[src/verilog/upper_map_pkg.sv]
// Shared constants and types for the upper memory map decoder.
// Assumes a 32-bit address space and a 32-bit classic Wishbone register port.
package upper_map_pkg;

    // Register word offsets, byte addressed.
    localparam logic [7:0] REG_LOW_MEM_TOP    = 8'h00;
    localparam logic [7:0] REG_SMM_CTRL       = 8'h04;
    localparam logic [7:0] REG_APERTURE_BASE  = 8'h08;
    localparam logic [7:0] REG_APERTURE_SIZE  = 8'h0C;
    localparam logic [7:0] REG_GFX_MEM_BASE   = 8'h10;
    localparam logic [7:0] REG_GFX_MEM_LIMIT  = 8'h14;
    localparam logic [7:0] REG_GFX_PREF_BASE  = 8'h18;
    localparam logic [7:0] REG_GFX_PREF_LIMIT = 8'h1C;
    localparam logic [7:0] REG_XLATE_TABLE    = 8'h20;
    localparam logic [7:0] REG_STATUS         = 8'h24;

    // Field positions inside the SMM control and status registers.
    localparam int SMM_GLOBAL_BIT = 0;
    localparam int SMM_OPEN_BIT   = 1;
    localparam int SMM_CLOSE_BIT  = 2;
    localparam int SMM_SEG_BIT    = 3;
    localparam int SMM_HIGH_BIT   = 4;
    localparam int SMM_SIZE_LSB   = 5;
    localparam int SMM_CTRL_W     = 7;
    localparam int STAT_SRC_LSB   = 3;
    localparam int STAT_CNT_LSB   = 16;

    // Reset values and the aperture size limit.
    localparam logic [31:0] LOW_MEM_TOP_RST = 32'h1000_0000;
    localparam logic [31:0] WINDOW_BASE_RST = 32'hFFF0_0000;
    localparam logic [31:0] WINDOW_LIM_RST  = 32'h0000_0000;
    localparam logic [2:0]  AP_SIZE_256MB   = 3'h6;
    localparam logic [2:0]  AP_SIZE_MAX     = 3'h6;

    // Fixed ranges and sizes.
    localparam logic [31:0] SEG_MIN_BYTES      = 32'h0002_0000;
    localparam logic [31:0] APERTURE_MIN_BYTES = 32'h0040_0000;
    localparam logic [31:0] INTC0_LO           = 32'hFEC0_0000;
    localparam logic [31:0] INTC0_HI           = 32'hFEC7_FFFF;
    localparam logic [31:0] INTMSG_LO          = 32'hFEE0_0000;
    localparam logic [31:0] INTMSG_HI          = 32'hFEEF_FFFF;
    localparam logic [31:0] HIGH_SMM_LO        = 32'hFEDA_0000;
    localparam logic [31:0] HIGH_SMM_HI        = 32'hFEDB_FFFF;
    localparam logic [31:0] HIGH_SMM_OFS_MASK  = 32'h0001_FFFF;
    localparam logic [31:0] COMPAT_SMM_BASE    = 32'h000A_0000;
    localparam logic [31:0] ZERO_ADDR          = 32'h0000_0000;
    localparam int          PAGE_SHIFT         = 12;
    localparam int          ENTRY_SHIFT        = 2;

    // Request sources and routing targets.
    typedef enum logic [1:0] {SRC_CPU, SRC_HUB, SRC_GFX} source_t;
    typedef enum logic [2:0] {TGT_DRAM, TGT_HUB, TGT_GFX, TGT_INTMSG, TGT_TERM, TGT_NONE} target_t;

endpackage

[src/verilog/upper_map_decoder.sv]
// Upper memory map decoder: routes each request to DRAM, hub, graphics port,
// interrupt message or termination, or marks it invalid. Registers sit on a classic Wishbone slave.
// Assumes requests and bus signals are synchronous to clk_i.
`timescale 1ns/100ps

module upper_map_decoder
    import upper_map_pkg::*;
#(
    parameter int ADDR_W = 32
) (
    // Clock and reset.
    input  wire logic        clk_i,
    input  wire logic        rst_i,
    // Wishbone slave.
    input  wire logic        wb_cyc_i,
    input  wire logic        wb_stb_i,
    input  wire logic        wb_we_i,
    input  wire logic [7:0]  wb_adr_i,
    input  wire logic [3:0]  wb_sel_i,
    input  wire logic [31:0] wb_dat_i,
    output logic      [31:0] wb_dat_o,
    output logic             wb_ack_o,
    // Request to be decoded.
    input  wire logic        req_valid_i,
    input  wire logic [31:0] req_addr_i,
    input  wire source_t     req_src_i,
    input  wire logic        req_write_i,
    input  wire logic        req_smm_i,
    input  wire logic        req_code_i,
    // Registered routing decision.
    output logic             rt_valid_o,
    output target_t          rt_target_o,
    output logic      [31:0] rt_addr_o,
    output logic             rt_write_o,
    output logic             rt_translate_o,
    output logic      [31:0] rt_table_addr_o,
    output logic             rt_drop_write_o,
    output logic             rt_zero_read_o,
    output logic             host_target_ready_n_o
);

    // The comparators are written for a 32-bit map only.
    if (ADDR_W != 32) begin : g_width_check
        $error("upper_map_decoder supports only ADDR_W = 32");
    end

    logic [31:0]           low_memory_top, next_low_memory_top;
    logic [SMM_CTRL_W-1:0] extended_smram_ctrl, next_extended_smram_ctrl;
    logic [31:0]           aperture_base, next_aperture_base;
    logic [2:0]            aperture_size_sel, next_aperture_size_sel;
    logic [31:0]           gfx_mem_window_base, next_gfx_mem_window_base;
    logic [31:0]           gfx_mem_window_limit, next_gfx_mem_window_limit;
    logic [31:0]           gfx_prefetch_window_base, next_gfx_prefetch_window_base;
    logic [31:0]           gfx_prefetch_window_limit, next_gfx_prefetch_window_limit;
    logic [31:0]           xlate_table_base, next_xlate_table_base;
    logic [15:0]           term_count, next_term_count;
    logic [31:0]           next_wb_dat;
    logic                  next_wb_ack;
    logic [31:0]           rd_word;
    logic                  wr_hit;

    // Byte-lane merge of a write into an old register value.
    function automatic logic [31:0] merge(input logic [31:0] old, input logic [31:0] din,
                                          input logic [3:0] sel);
        logic [31:0] res;
        res = old;
        for (int b = 0; b < 4; b++) begin
            if (sel[b]) begin
                res[b*8 +: 8] = din[b*8 +: 8];
            end
        end
        return res;
    endfunction

    // Range decode of the current request.
    logic [31:0] seg_size, seg_lo, ap_size, ap_mask, ap_base_eff, ap_offset;
    logic        global_smm_enable, smm_open, top_smm_segment_en, high_smm_enable;
    logic        seg_active, high_active, smm_ok, foreign;
    logic        in_seg, in_high, in_intc, in_intmsg, in_ap, in_mem_win, in_pref_win;

    // Configuration-derived limits and address comparisons.
    always_comb begin
        global_smm_enable  = extended_smram_ctrl[SMM_GLOBAL_BIT];
        smm_open           = extended_smram_ctrl[SMM_OPEN_BIT];
        top_smm_segment_en = extended_smram_ctrl[SMM_SEG_BIT];
        high_smm_enable    = extended_smram_ctrl[SMM_HIGH_BIT];
        seg_size    = SEG_MIN_BYTES << extended_smram_ctrl[SMM_SIZE_LSB +: 2];
        seg_lo      = low_memory_top - seg_size;
        seg_active  = global_smm_enable && top_smm_segment_en;
        high_active = global_smm_enable && high_smm_enable;
        smm_ok      = smm_open || (req_smm_i && req_code_i);
        foreign     = (req_src_i != SRC_CPU);
        ap_size     = APERTURE_MIN_BYTES << aperture_size_sel;
        ap_mask     = ~(ap_size - 32'h0000_0001);
        ap_base_eff = aperture_base & ap_mask;
        ap_offset   = req_addr_i - ap_base_eff;
        in_seg      = (req_addr_i >= seg_lo) && (req_addr_i < low_memory_top);
        in_high     = (req_addr_i >= HIGH_SMM_LO) && (req_addr_i <= HIGH_SMM_HI);
        in_intc     = (req_addr_i >= INTC0_LO) && (req_addr_i <= INTC0_HI);
        in_intmsg   = (req_addr_i >= INTMSG_LO) && (req_addr_i <= INTMSG_HI);
        in_ap       = ((req_addr_i & ap_mask) == ap_base_eff);
        in_mem_win  = (req_addr_i >= gfx_mem_window_base)
                   && (req_addr_i <= gfx_mem_window_limit);
        in_pref_win = (req_addr_i >= gfx_prefetch_window_base)
                   && (req_addr_i <= gfx_prefetch_window_limit);
    end

    // Decision state.
    logic    next_rt_valid, next_rt_write, next_rt_translate, next_drop, next_zero;
    target_t next_rt_target;
    logic [31:0] next_rt_addr, next_table_addr;
    source_t last_src, next_last_src;

    // Priority decode: SMM, fixed ranges, low memory, aperture, windows, subtractive.
    always_comb begin
        next_rt_valid     = req_valid_i;
        next_rt_write     = req_write_i;
        next_rt_addr      = req_addr_i;
        next_rt_translate = 1'b0;
        next_table_addr   = ZERO_ADDR;
        next_drop         = 1'b0;
        next_zero         = 1'b0;
        next_last_src     = req_valid_i ? req_src_i : last_src;
        next_rt_target    = TGT_HUB;
        if (foreign && ((in_seg && seg_active) || (in_high && high_active))) begin
            // Foreign masters are kept out of SMM space.
            next_rt_target = TGT_DRAM;
            next_rt_addr   = ZERO_ADDR;
            next_drop      = req_write_i;
        end else if (in_seg && seg_active) begin
            if (smm_ok && req_smm_i) begin
                next_rt_target = TGT_DRAM;
            end else if (smm_open && !req_smm_i) begin
                next_rt_target = TGT_DRAM;
            end else begin
                next_rt_target = TGT_TERM;
            end
        end else if (in_high && high_active && req_smm_i && smm_ok) begin
            next_rt_target = TGT_DRAM;
            next_rt_addr   = COMPAT_SMM_BASE | (req_addr_i & HIGH_SMM_OFS_MASK);
        end else if (in_intc && !foreign) begin
            next_rt_target = TGT_HUB;
        end else if (in_intmsg && foreign && req_write_i) begin
            next_rt_target = TGT_INTMSG;
        end else if (req_addr_i < low_memory_top) begin
            next_rt_target = TGT_DRAM;
        end else if (in_ap) begin
            next_rt_target    = TGT_DRAM;
            next_rt_translate = 1'b1;
            next_table_addr   = xlate_table_base
                              + ((ap_offset >> PAGE_SHIFT) << ENTRY_SHIFT);
        end else if (in_mem_win || in_pref_win) begin
            next_rt_target = TGT_GFX;
        end else begin
            next_rt_target = TGT_HUB;
        end
        // A master cannot be routed back onto its own interface, and the
        // graphics port may only reach memory or interrupt messages; such space is invalid.
        if ((req_src_i == SRC_GFX && (next_rt_target == TGT_HUB || next_rt_target == TGT_GFX))
            || (req_src_i == SRC_HUB && next_rt_target == TGT_HUB)
            || (foreign && in_intmsg && !req_write_i)) begin
            next_rt_target    = TGT_NONE;
            next_rt_translate = 1'b0;
            next_drop         = req_write_i;
            next_zero         = !req_write_i;
        end
    end

    // Decision registers.
    always_ff @(posedge clk_i) begin
        if (rst_i) begin
            rt_valid_o      <= 1'b0;
            rt_target_o     <= TGT_NONE;
            rt_addr_o       <= ZERO_ADDR;
            rt_write_o      <= 1'b0;
            rt_translate_o  <= 1'b0;
            rt_table_addr_o <= ZERO_ADDR;
            rt_drop_write_o <= 1'b0;
            rt_zero_read_o  <= 1'b0;
            last_src        <= SRC_CPU;
        end else begin
            rt_valid_o      <= next_rt_valid;
            rt_target_o     <= next_rt_target;
            rt_addr_o       <= next_rt_addr;
            rt_write_o      <= next_rt_write;
            rt_translate_o  <= next_rt_translate;
            rt_table_addr_o <= next_table_addr;
            rt_drop_write_o <= next_drop;
            rt_zero_read_o  <= next_zero;
            last_src        <= next_last_src;
        end
    end

    // The message is completed locally, so target ready follows the decision.
    assign host_target_ready_n_o = !(rt_valid_o && rt_target_o == TGT_INTMSG);

    // Register readback mux; aperture base low bits read as zero.
    always_comb begin
        case (wb_adr_i)
            REG_LOW_MEM_TOP:    rd_word = low_memory_top;
            REG_SMM_CTRL:       rd_word = {25'h0000000, extended_smram_ctrl};
            REG_APERTURE_BASE:  rd_word = ap_base_eff;
            REG_APERTURE_SIZE:  rd_word = {29'h00000000, aperture_size_sel};
            REG_GFX_MEM_BASE:   rd_word = gfx_mem_window_base;
            REG_GFX_MEM_LIMIT:  rd_word = gfx_mem_window_limit;
            REG_GFX_PREF_BASE:  rd_word = gfx_prefetch_window_base;
            REG_GFX_PREF_LIMIT: rd_word = gfx_prefetch_window_limit;
            REG_XLATE_TABLE:    rd_word = xlate_table_base;
            REG_STATUS:         rd_word = {term_count, 11'h000, last_src, rt_target_o};
            default:            rd_word = 32'h0000_0000;
        endcase
    end

    // Bus and register next values; a write lands on the edge that sees ack.
    always_comb begin
        wr_hit      = wb_cyc_i && wb_stb_i && wb_we_i && wb_ack_o;
        next_wb_ack = wb_cyc_i && wb_stb_i && !wb_ack_o;
        next_wb_dat = next_wb_ack ? rd_word : 32'h0000_0000;
        next_low_memory_top            = low_memory_top;
        next_extended_smram_ctrl       = extended_smram_ctrl;
        next_aperture_base             = aperture_base;
        next_aperture_size_sel         = aperture_size_sel;
        next_gfx_mem_window_base       = gfx_mem_window_base;
        next_gfx_mem_window_limit      = gfx_mem_window_limit;
        next_gfx_prefetch_window_base  = gfx_prefetch_window_base;
        next_gfx_prefetch_window_limit = gfx_prefetch_window_limit;
        next_xlate_table_base          = xlate_table_base;
        next_term_count = term_count + 16'((rt_valid_o && rt_target_o == TGT_TERM) ? 1 : 0);
        if (wr_hit) begin
            case (wb_adr_i)
                REG_LOW_MEM_TOP:    next_low_memory_top =
                                        merge(low_memory_top, wb_dat_i, wb_sel_i);
                REG_SMM_CTRL:       next_extended_smram_ctrl = SMM_CTRL_W'(merge(
                                        {25'h0000000, extended_smram_ctrl}, wb_dat_i, wb_sel_i));
                REG_APERTURE_BASE:  next_aperture_base =
                                        merge(aperture_base, wb_dat_i, wb_sel_i) & ap_mask;
                REG_APERTURE_SIZE: begin
                    if (wb_sel_i[0] && wb_dat_i[2:0] <= AP_SIZE_MAX) begin
                        next_aperture_size_sel = wb_dat_i[2:0];
                    end
                end
                REG_GFX_MEM_BASE:   next_gfx_mem_window_base =
                                        merge(gfx_mem_window_base, wb_dat_i, wb_sel_i);
                REG_GFX_MEM_LIMIT:  next_gfx_mem_window_limit =
                                        merge(gfx_mem_window_limit, wb_dat_i, wb_sel_i);
                REG_GFX_PREF_BASE:  next_gfx_prefetch_window_base =
                                        merge(gfx_prefetch_window_base, wb_dat_i, wb_sel_i);
                REG_GFX_PREF_LIMIT: next_gfx_prefetch_window_limit =
                                        merge(gfx_prefetch_window_limit, wb_dat_i, wb_sel_i);
                REG_XLATE_TABLE:    next_xlate_table_base =
                                        merge(xlate_table_base, wb_dat_i, wb_sel_i);
                default: begin
                end
            endcase
        end
    end

    // Register file and bus answer.
    always_ff @(posedge clk_i) begin
        if (rst_i) begin
            wb_ack_o                  <= 1'b0;
            wb_dat_o                  <= 32'h0000_0000;
            low_memory_top            <= LOW_MEM_TOP_RST;
            extended_smram_ctrl       <= '0;
            aperture_base             <= 32'h0000_0000;
            aperture_size_sel         <= AP_SIZE_256MB;
            gfx_mem_window_base       <= WINDOW_BASE_RST;
            gfx_mem_window_limit      <= WINDOW_LIM_RST;
            gfx_prefetch_window_base  <= WINDOW_BASE_RST;
            gfx_prefetch_window_limit <= WINDOW_LIM_RST;
            xlate_table_base          <= 32'h0000_0000;
            term_count                <= 16'h0000;
        end else begin
            wb_ack_o                  <= next_wb_ack;
            wb_dat_o                  <= next_wb_dat;
            low_memory_top            <= next_low_memory_top;
            extended_smram_ctrl       <= next_extended_smram_ctrl;
            aperture_base             <= next_aperture_base;
            aperture_size_sel         <= next_aperture_size_sel;
            gfx_mem_window_base       <= next_gfx_mem_window_base;
            gfx_mem_window_limit      <= next_gfx_mem_window_limit;
            gfx_prefetch_window_base  <= next_gfx_prefetch_window_base;
            gfx_prefetch_window_limit <= next_gfx_prefetch_window_limit;
            xlate_table_base          <= next_xlate_table_base;
            term_count                <= next_term_count;
        end
    end
endmodule

[config.mk]
export PLATFORM = sky130hd
export DESIGN_NAME = upper_map_decoder
export DESIGN_NICKNAME = d
export VERILOG_FILES = /design/src/verilog/upper_map_pkg.sv /design/src/verilog/upper_map_decoder.sv
export SDC_FILE = /design/constraint.sdc
export NUM_CORES = 1
export LEC_CHECK = 0
export BUFFER_PORTS_ARGS = -buffer_cell sky130_fd_sc_hd__clkbuf_2
export CORE_UTILIZATION = 49
export DETAILED_ROUTE_END_ITERATION = 8
export GPL_TIMING_DRIVEN = 0
export PLACE_DENSITY = 0.67
export SKIP_CTS_REPAIR_TIMING = 1
export SYNTH_ARGS = -nofsm -noshare
export SYNTH_HDL_FRONTEND = slang
export SYNTH_SLANG_ARGS = --single-unit
[constraint.sdc]
create_clock -name clk_i -period 4.28 [get_ports clk_i]
set_clock_uncertainty 0.15 [all_clocks]
set_input_delay 0.428 -clock clk_i [delete_from_list [all_inputs] [get_ports clk_i]]
set_output_delay 0.428 -clock clk_i [all_outputs]
set_load 0.005 [all_outputs]
# --- Word level (Yosys, flattened, before mapping) ---
# Cells that the tools add are included.
op_classes:
  n_bitwise: 7
  n_reduce_logical: 75
  addsub: 5
  n_eq_ne: 16
  mux: 29
  shifts: 2
  magnitude_cmp: 13
ops:
  columns: ["cell", "count"]
  rows:
  - ["$pmux W32 S10", 1]
  - ["$and A32 B32 Y32", 3]
  - ["$ge A32 B32 Y1", 3]
  - ["$ge A32 B32 Y1 const B", 3]
  - ["$le A32 B32 Y1 const B", 3]
  - ["$mux W8", 12]
  - ["$reduce_and A3 Y1", 26]
  - ["$le A32 B32 Y1", 2]
  - ["$mux W32", 2]
  - ["$sub A32 B32 Y32", 2]
  - ["$add A32 B22 Y32", 1]
  - ["$eq A32 B32 Y1", 1]
  - ["$eq A8 B5 Y1 const B", 4]
  - ["$lt A32 B32 Y1", 1]
  - ["$not A32 Y32", 1]
  - ["$shl A18 B2 Y32 const A", 1]
  - ["$shl A23 B3 Y32 const A", 1]
  - ["$sub A32 B1 Y32 const B", 1]
  - ["$logic_and A1 B1 Y1", 29]
  - ["$add A16 B1 Y16", 1]
  - ["$eq A8 B4 Y1 const B", 2]
  - ["$eq A8 B6 Y1 const B", 2]
  - ["$reduce_or A8 Y1", 2]
  - ["$mux W2", 6]
  - ["other kinds (16)", 37]
word_totals:
  register_bits: 357
  in_bits: 87
  wordCells: 186
  output_inout_bits: 106

# --- Longest topological paths before layout ---
depth:
  word_depth: 19
  depth_mapped: 22

# --- Worst setup path before layout ---
# Ideal clock, no wire load.
synth_path:
  kind: "register to register"
  start: "reg aperture_size_sel[2]"
  end: "reg rt_table_addr_o[28]"
  path_slack_ps: 38
  t_arrival_ps: 4022
  stages_incl_launch_ff: 21
  period_less_slack_ps: 4242
  t_required_ps: 4060
  path_buffers: 2
  cell_sequence: "dfxtp_1 > clkbuf_1 > nor3_1 > nand2_1 > ha_1 > o21a_1 > o21a_1 > o21a_1 > o21a_1 > o21a_1 > o21a_1 > nor3_1 > nor2_1 > ha_1 > clkbuf_1 > nand3_1 > or2_2 > o21ai_0 > o22ai_1 > or3_1 > a21oi_1"
synth_via:
  elab_chain_cells: 7
synth_lines:
  columns: ["item", "line", "rtl"]
  rows:
  - ["start: declaration", "upper_map_decoder.sv:50", "logic [2:0] aperture_size_sel, next_aperture_size_sel;"]
  - ["start signal: assignment", "upper_map_decoder.sv:279", "aperture_size_sel <= next_aperture_size_sel;"]
  - ["$shl A23 B3 Y32 (*)", "upper_map_decoder.sv:93", "ap_size = APERTURE_MIN_BYTES << aperture_size_sel;"]
  - ["$sub A32 B1 Y32 (*)", "upper_map_decoder.sv:94", "ap_mask = ~(ap_size - 32'h0000_0001);"]
  - ["$not A32 Y32 (*)", "upper_map_decoder.sv:94", null]
  - ["parallel branches: the longest is 4 deep, another holds $sub A32 B32 Y32", null, null]
  - ["end signal: assignment", "upper_map_decoder.sv:187", "rt_table_addr_o <= next_table_addr;"]
  - ["end: declaration", "upper_map_decoder.sv:36", "output logic [31:0] rt_table_addr_o,"]
# Mark *: on every way between the ends.
# A chain may end at the register's enable or synchronous reset.

# --- Worst setup path in the final report ---
layout_path:
  start: "reg extended_smram_ctrl[5]"
  end: "reg rt_addr_o[24]"
layout_via:
  elab_chain_cells: 8
layout_lines:
  columns: ["item", "line", "rtl"]
  rows:
  - ["start: declaration", "upper_map_decoder.sv:48", "logic [SMM_CTRL_W-1:0] extended_smram_ctrl, next_extended_smram_ctrl;"]
  - ["start signal: assignment", "upper_map_decoder.sv:277", "extended_smram_ctrl <= next_extended_smram_ctrl;"]
  - ["$shl A18 B2 Y32 (*)", "upper_map_decoder.sv:87", "seg_size = SEG_MIN_BYTES << extended_smram_ctrl[SMM_SIZE_LSB +: 2];"]
  - ["$sub A32 B32 Y32 (*)", "upper_map_decoder.sv:88", "seg_lo = low_memory_top - seg_size;"]
  - ["$ge A32 B32 Y1 (*)", "upper_map_decoder.sv:97", "in_seg = (req_addr_i >= seg_lo) && (req_addr_i < low_memory_top);"]
  - ["$logic_and A1 B1 Y1 (*)", "upper_map_decoder.sv:97", null]
  - ["$logic_and A1 B1 Y1 (*)", "upper_map_decoder.sv:125, upper_map_decoder.sv:130", null]
  - ["$logic_or A1 B1 Y1", "upper_map_decoder.sv:125", "if (foreign && ((in_seg && seg_active) || (in_high && high_active))) begin"]
  - ["$logic_and A1 B1 Y1", "upper_map_decoder.sv:125", null]
  - ["$reduce_or A2 Y1 (no source line)", null, null]
  - ["end signal: assignment", "upper_map_decoder.sv:184", "rt_addr_o <= next_rt_addr;"]
  - ["end: declaration", "upper_map_decoder.sv:33", "output logic [31:0] rt_addr_o,"]
# Mark *: on every way between the ends. The rest lies on a longest branch, timed or not.

==> flow_summary_export.csv <==
group,metric,value,unit
job,drv_cap,0,
setup_path,crit_path_start_kind,"flip-flop",
detailed_routing,drt_iter0_drc,2166,
setup_path,worstPathMaxFanout,5,
global_route,first_global_vias,17600,
place,dp_hpwl,56.2,mm
logic_synthesis,synth_fp_nets,2714,
sta,slew_violations,0,
logic_synthesis,synth_cells,2402,
global_route,grt_usage,0.371,
logic_synthesis,ys_seq_area_frac,0.354,
detailed_routing,ant_nets,0,
final_layout,nets,2971,
setup_path,path_buf_inv,1,
detailed_routing,firstDrtPassIters,7,
logic_synthesis,synth_top_flop_cell,"dfxtp_1",
setup_path,slowest_delay,0.36,ns
power,p_leak,8.85,nW
floorplan,io_pins,193,
setup_path,slowest_stage,"dfxtp_4",
setup_path,r2r_slack,-0.41,ns
detailed_routing,via_per_inst,6.06,
setup_path,end_kind,"flip-flop",
place,dpl-instance-area,20500,um2
sta,rsz0062_at_grt,"true",
final_layout,postLayoutCellArea,22700,um2
final_layout,n_fill_cell,3499,
run_status,outcome,"finished with violations",
logic_synthesis,avgSynthCellArea,7.88,um2
detailed_routing,post_drt_wl_per_cell,23.3,um
cts,clk_pin_slew,0.07,ns
logic_synthesis,yosysWarnings,0,
final_layout,utilization,0.600,
detailed_routing,vias,19400,
sta,clock.fmax,213,MHz
sta,setup_viol,46,
global_route,antenna_found_initial,2,
logic_synthesis,async_reset_ff_frac,0,
detailed_routing,drt-total-wl,74.7,mm
setup_path,crit_chain,"or2_4 -> ha_4 -> nor2_4 -> nor2b_1 -> nor2_1 -> o21bai_1 -> a21oi_2 -> and2_4 -> nand2_4 -> nor3_4 -> xnor2_1 -> ha_1 -> nand4_1 -> nor3_4 -> nand2_4 -> a221oi_2 -> o21ai_2 -> a211oi_4 -> nand2b_4 -> a21oi_4 -> buf_6 -> and2_4",
power,p_per_area,331,nW/um2
cts,clkLatencyLatePin,0.58,ns
setup_path,path_delay_family,"simple AND/OR/NAND/NOR gates",
place,dp.cells,3102,
floorplan,die_area,39400,um2
cts,root_buffer,"clkbuf_16",
worst_hold_path,hold_class,"primary input to flip-flop",
setup_path,critPathKind,"flip-flop to flip-flop",
floorplan,die_h,199,um
sta,maxSlewHeadroom,0.106,
cts,cts_buffers,39,
sta,tns,-12.44,ns
floorplan,rows,71,
cts,cts_tree,"built",
final_layout,drive_above_1_share,0.146,
global_route,grt_pass1_wl,108,mm
global_route,grt_max_degree,15,
cts,cts.path.max_buffers,3,
place,place_ws,-1.64,ns
logic_synthesis,syn-cell-area,18900,um2
final_layout,layout.cells.non_filler,3199,
place,io_buffers,189,
power,total_power,7.51,mW
floorplan,core,37800,um2
sta,worst_pin_slew,1.34,ns
sta,fin_crit,4.69,ns
place,gp_congestion,0.978,
setup_path,cp_data_required_time,4.59,ns
logic_synthesis,synth_seq_cells,335,
logic_synthesis,yosys.cell_types.count,68,
setup_path,worstPathArrival,5.00,ns
sta,holdWs,-0.0108,ns
final_layout,area_delta_synth_final,19.9,%
logic_synthesis,synth_edf_count,0,
floorplan,initial_core_util,0.500,
global_route,grt.overflow.total,0,
run_status,violations,"hold timing, setup timing",
floorplan,die_x,199,um
detailed_routing,drc_errors,0,
cts,clock-sinks,335,
cts,htreeDepth,2,
sta,setup_ws,-0.406,ns
sta,min_period_over_period,1.09,
power,vdd_drop_max,0.260,mV
sta,hold_viol_final,1,
[cell families after synthesis]
family / after synthesis / synth area share
xor+xnor: 60 / 0.0278
fa+ha+maj: 225 / 0.149
simple gates: 909 / 0.213
buf+inv: 280 / 0.0565
flops: 335 / 0.354
compound gates: 580 / 0.192
mux: 13 / 0.00688
[flip-flops by register name, summed over array words and instances (netlist names), 2 cells and up]
name                       flops
gfx_mem_window_base           32
gfx_mem_window_limit          32
gfx_prefetch_window_base      32
gfx_prefetch_window_limit     32
low_memory_top                32
rt_addr_o                     32
rt_table_addr_o               32
wb_dat_o                      32
xlate_table_base              32
term_count                    16
aperture_base                 10
extended_smram_ctrl            7
aperture_size_sel              3
rt_target_o                    3
last_src                       2
[per-layer routing]
metal | routed length (um) | global-route usage | part of all wire
met1 | 31400 | 0.504 | 0.42
met2 | 31000 | 0.555 | 0.42
met3 | 8400 | 0.0805 | 0.11
met4 | 3840 | 0.179 | 0.051
met5 | 17 | 0 | 0.00023
[report_power, final]
group	switching, mW	internal [mW]
clock network	1.44	2.23
registers	0.00904	3.14
logic	0.444	0.241
[cell usage after synthesis (all sizes together), types with 13 or more instances]
cell type    n  area, um2
nand2      478       1790
dfxtp      335       6710
a21oi      262       1310
ha         224       2800
inv        189        709
nor2       168        631
clkbuf      84        315
a22oi       56        420
o21ai       47        235
nand3       46        230
a21o        45        338
nor3        44        235
and2        42        263
nand4       40        250
xor2        32        280
xnor2       28        245
a221oi      26        228
a31oi       26        163
o22ai       22        138
o21a        18        135
a211oi      16        125
nor2b       15       93.8
a211o       14        123
mux2i       13        130
nand2b      13       81.3
nand3b      13       97.6
[cells in the final DEF, fill, tap and decap left out, drive strengths merged, types with 4 or more instances in the layout]
cell type    n
a21o        45
a22oi       56
o31ai        7
or2          5
a211oi      16
a211o       14
o21ai       47
nor2b       15
mux2i       13
xor2        32
or3          8
o22ai       22
or4          5
nor4        10
nand4       40
o211ai       7
buf         38
xnor2       28
nor2       168
ha         224
a222oi       9
nand2      478
inv        191
o21a        18
a221oi      26
a41oi        4
nand3       46
nand2b      13
dfxtp      335
clkbuf     314
a31oi       26
clkinv       9
a21oi      262
bufinv       7
nor3        44
and4         4
and3        12
nand3b      13
clkinvlp     4
and2        42
[final cells by class]
| class | count | area (um2) | area share |
|---|---|---|---|
| clock buffer | 48 | 1090 | 0.0480 |
| inverter | 190 | 713 | 0.0314 |
| clock inverter | 21 | 302 | 0.0133 |
| antenna | 1 | 2.50 | 0.000110 |
| multi-input combinational | 1787 | 11600 | 0.513 |
| tap | 511 | 639 | 0.0282 |
| timing repair buffer | 220 | 1210 | 0.0535 |
| buffer | 86 | 368 | 0.0162 |
| sequential | 335 | 6720 | 0.296 |
[final timing paths]
check,end,cells after the start,from
max,rt_addr_o[24],22,extended_smram_ctrl[5]
min,rt_valid_o,2,req_valid_i
max reg2reg,rt_addr_o[24],22,extended_smram_ctrl[5]
min reg2reg,gfx_mem_window_base[5],2,gfx_mem_window_base[5]
Power figures use the tool's default switching activity.
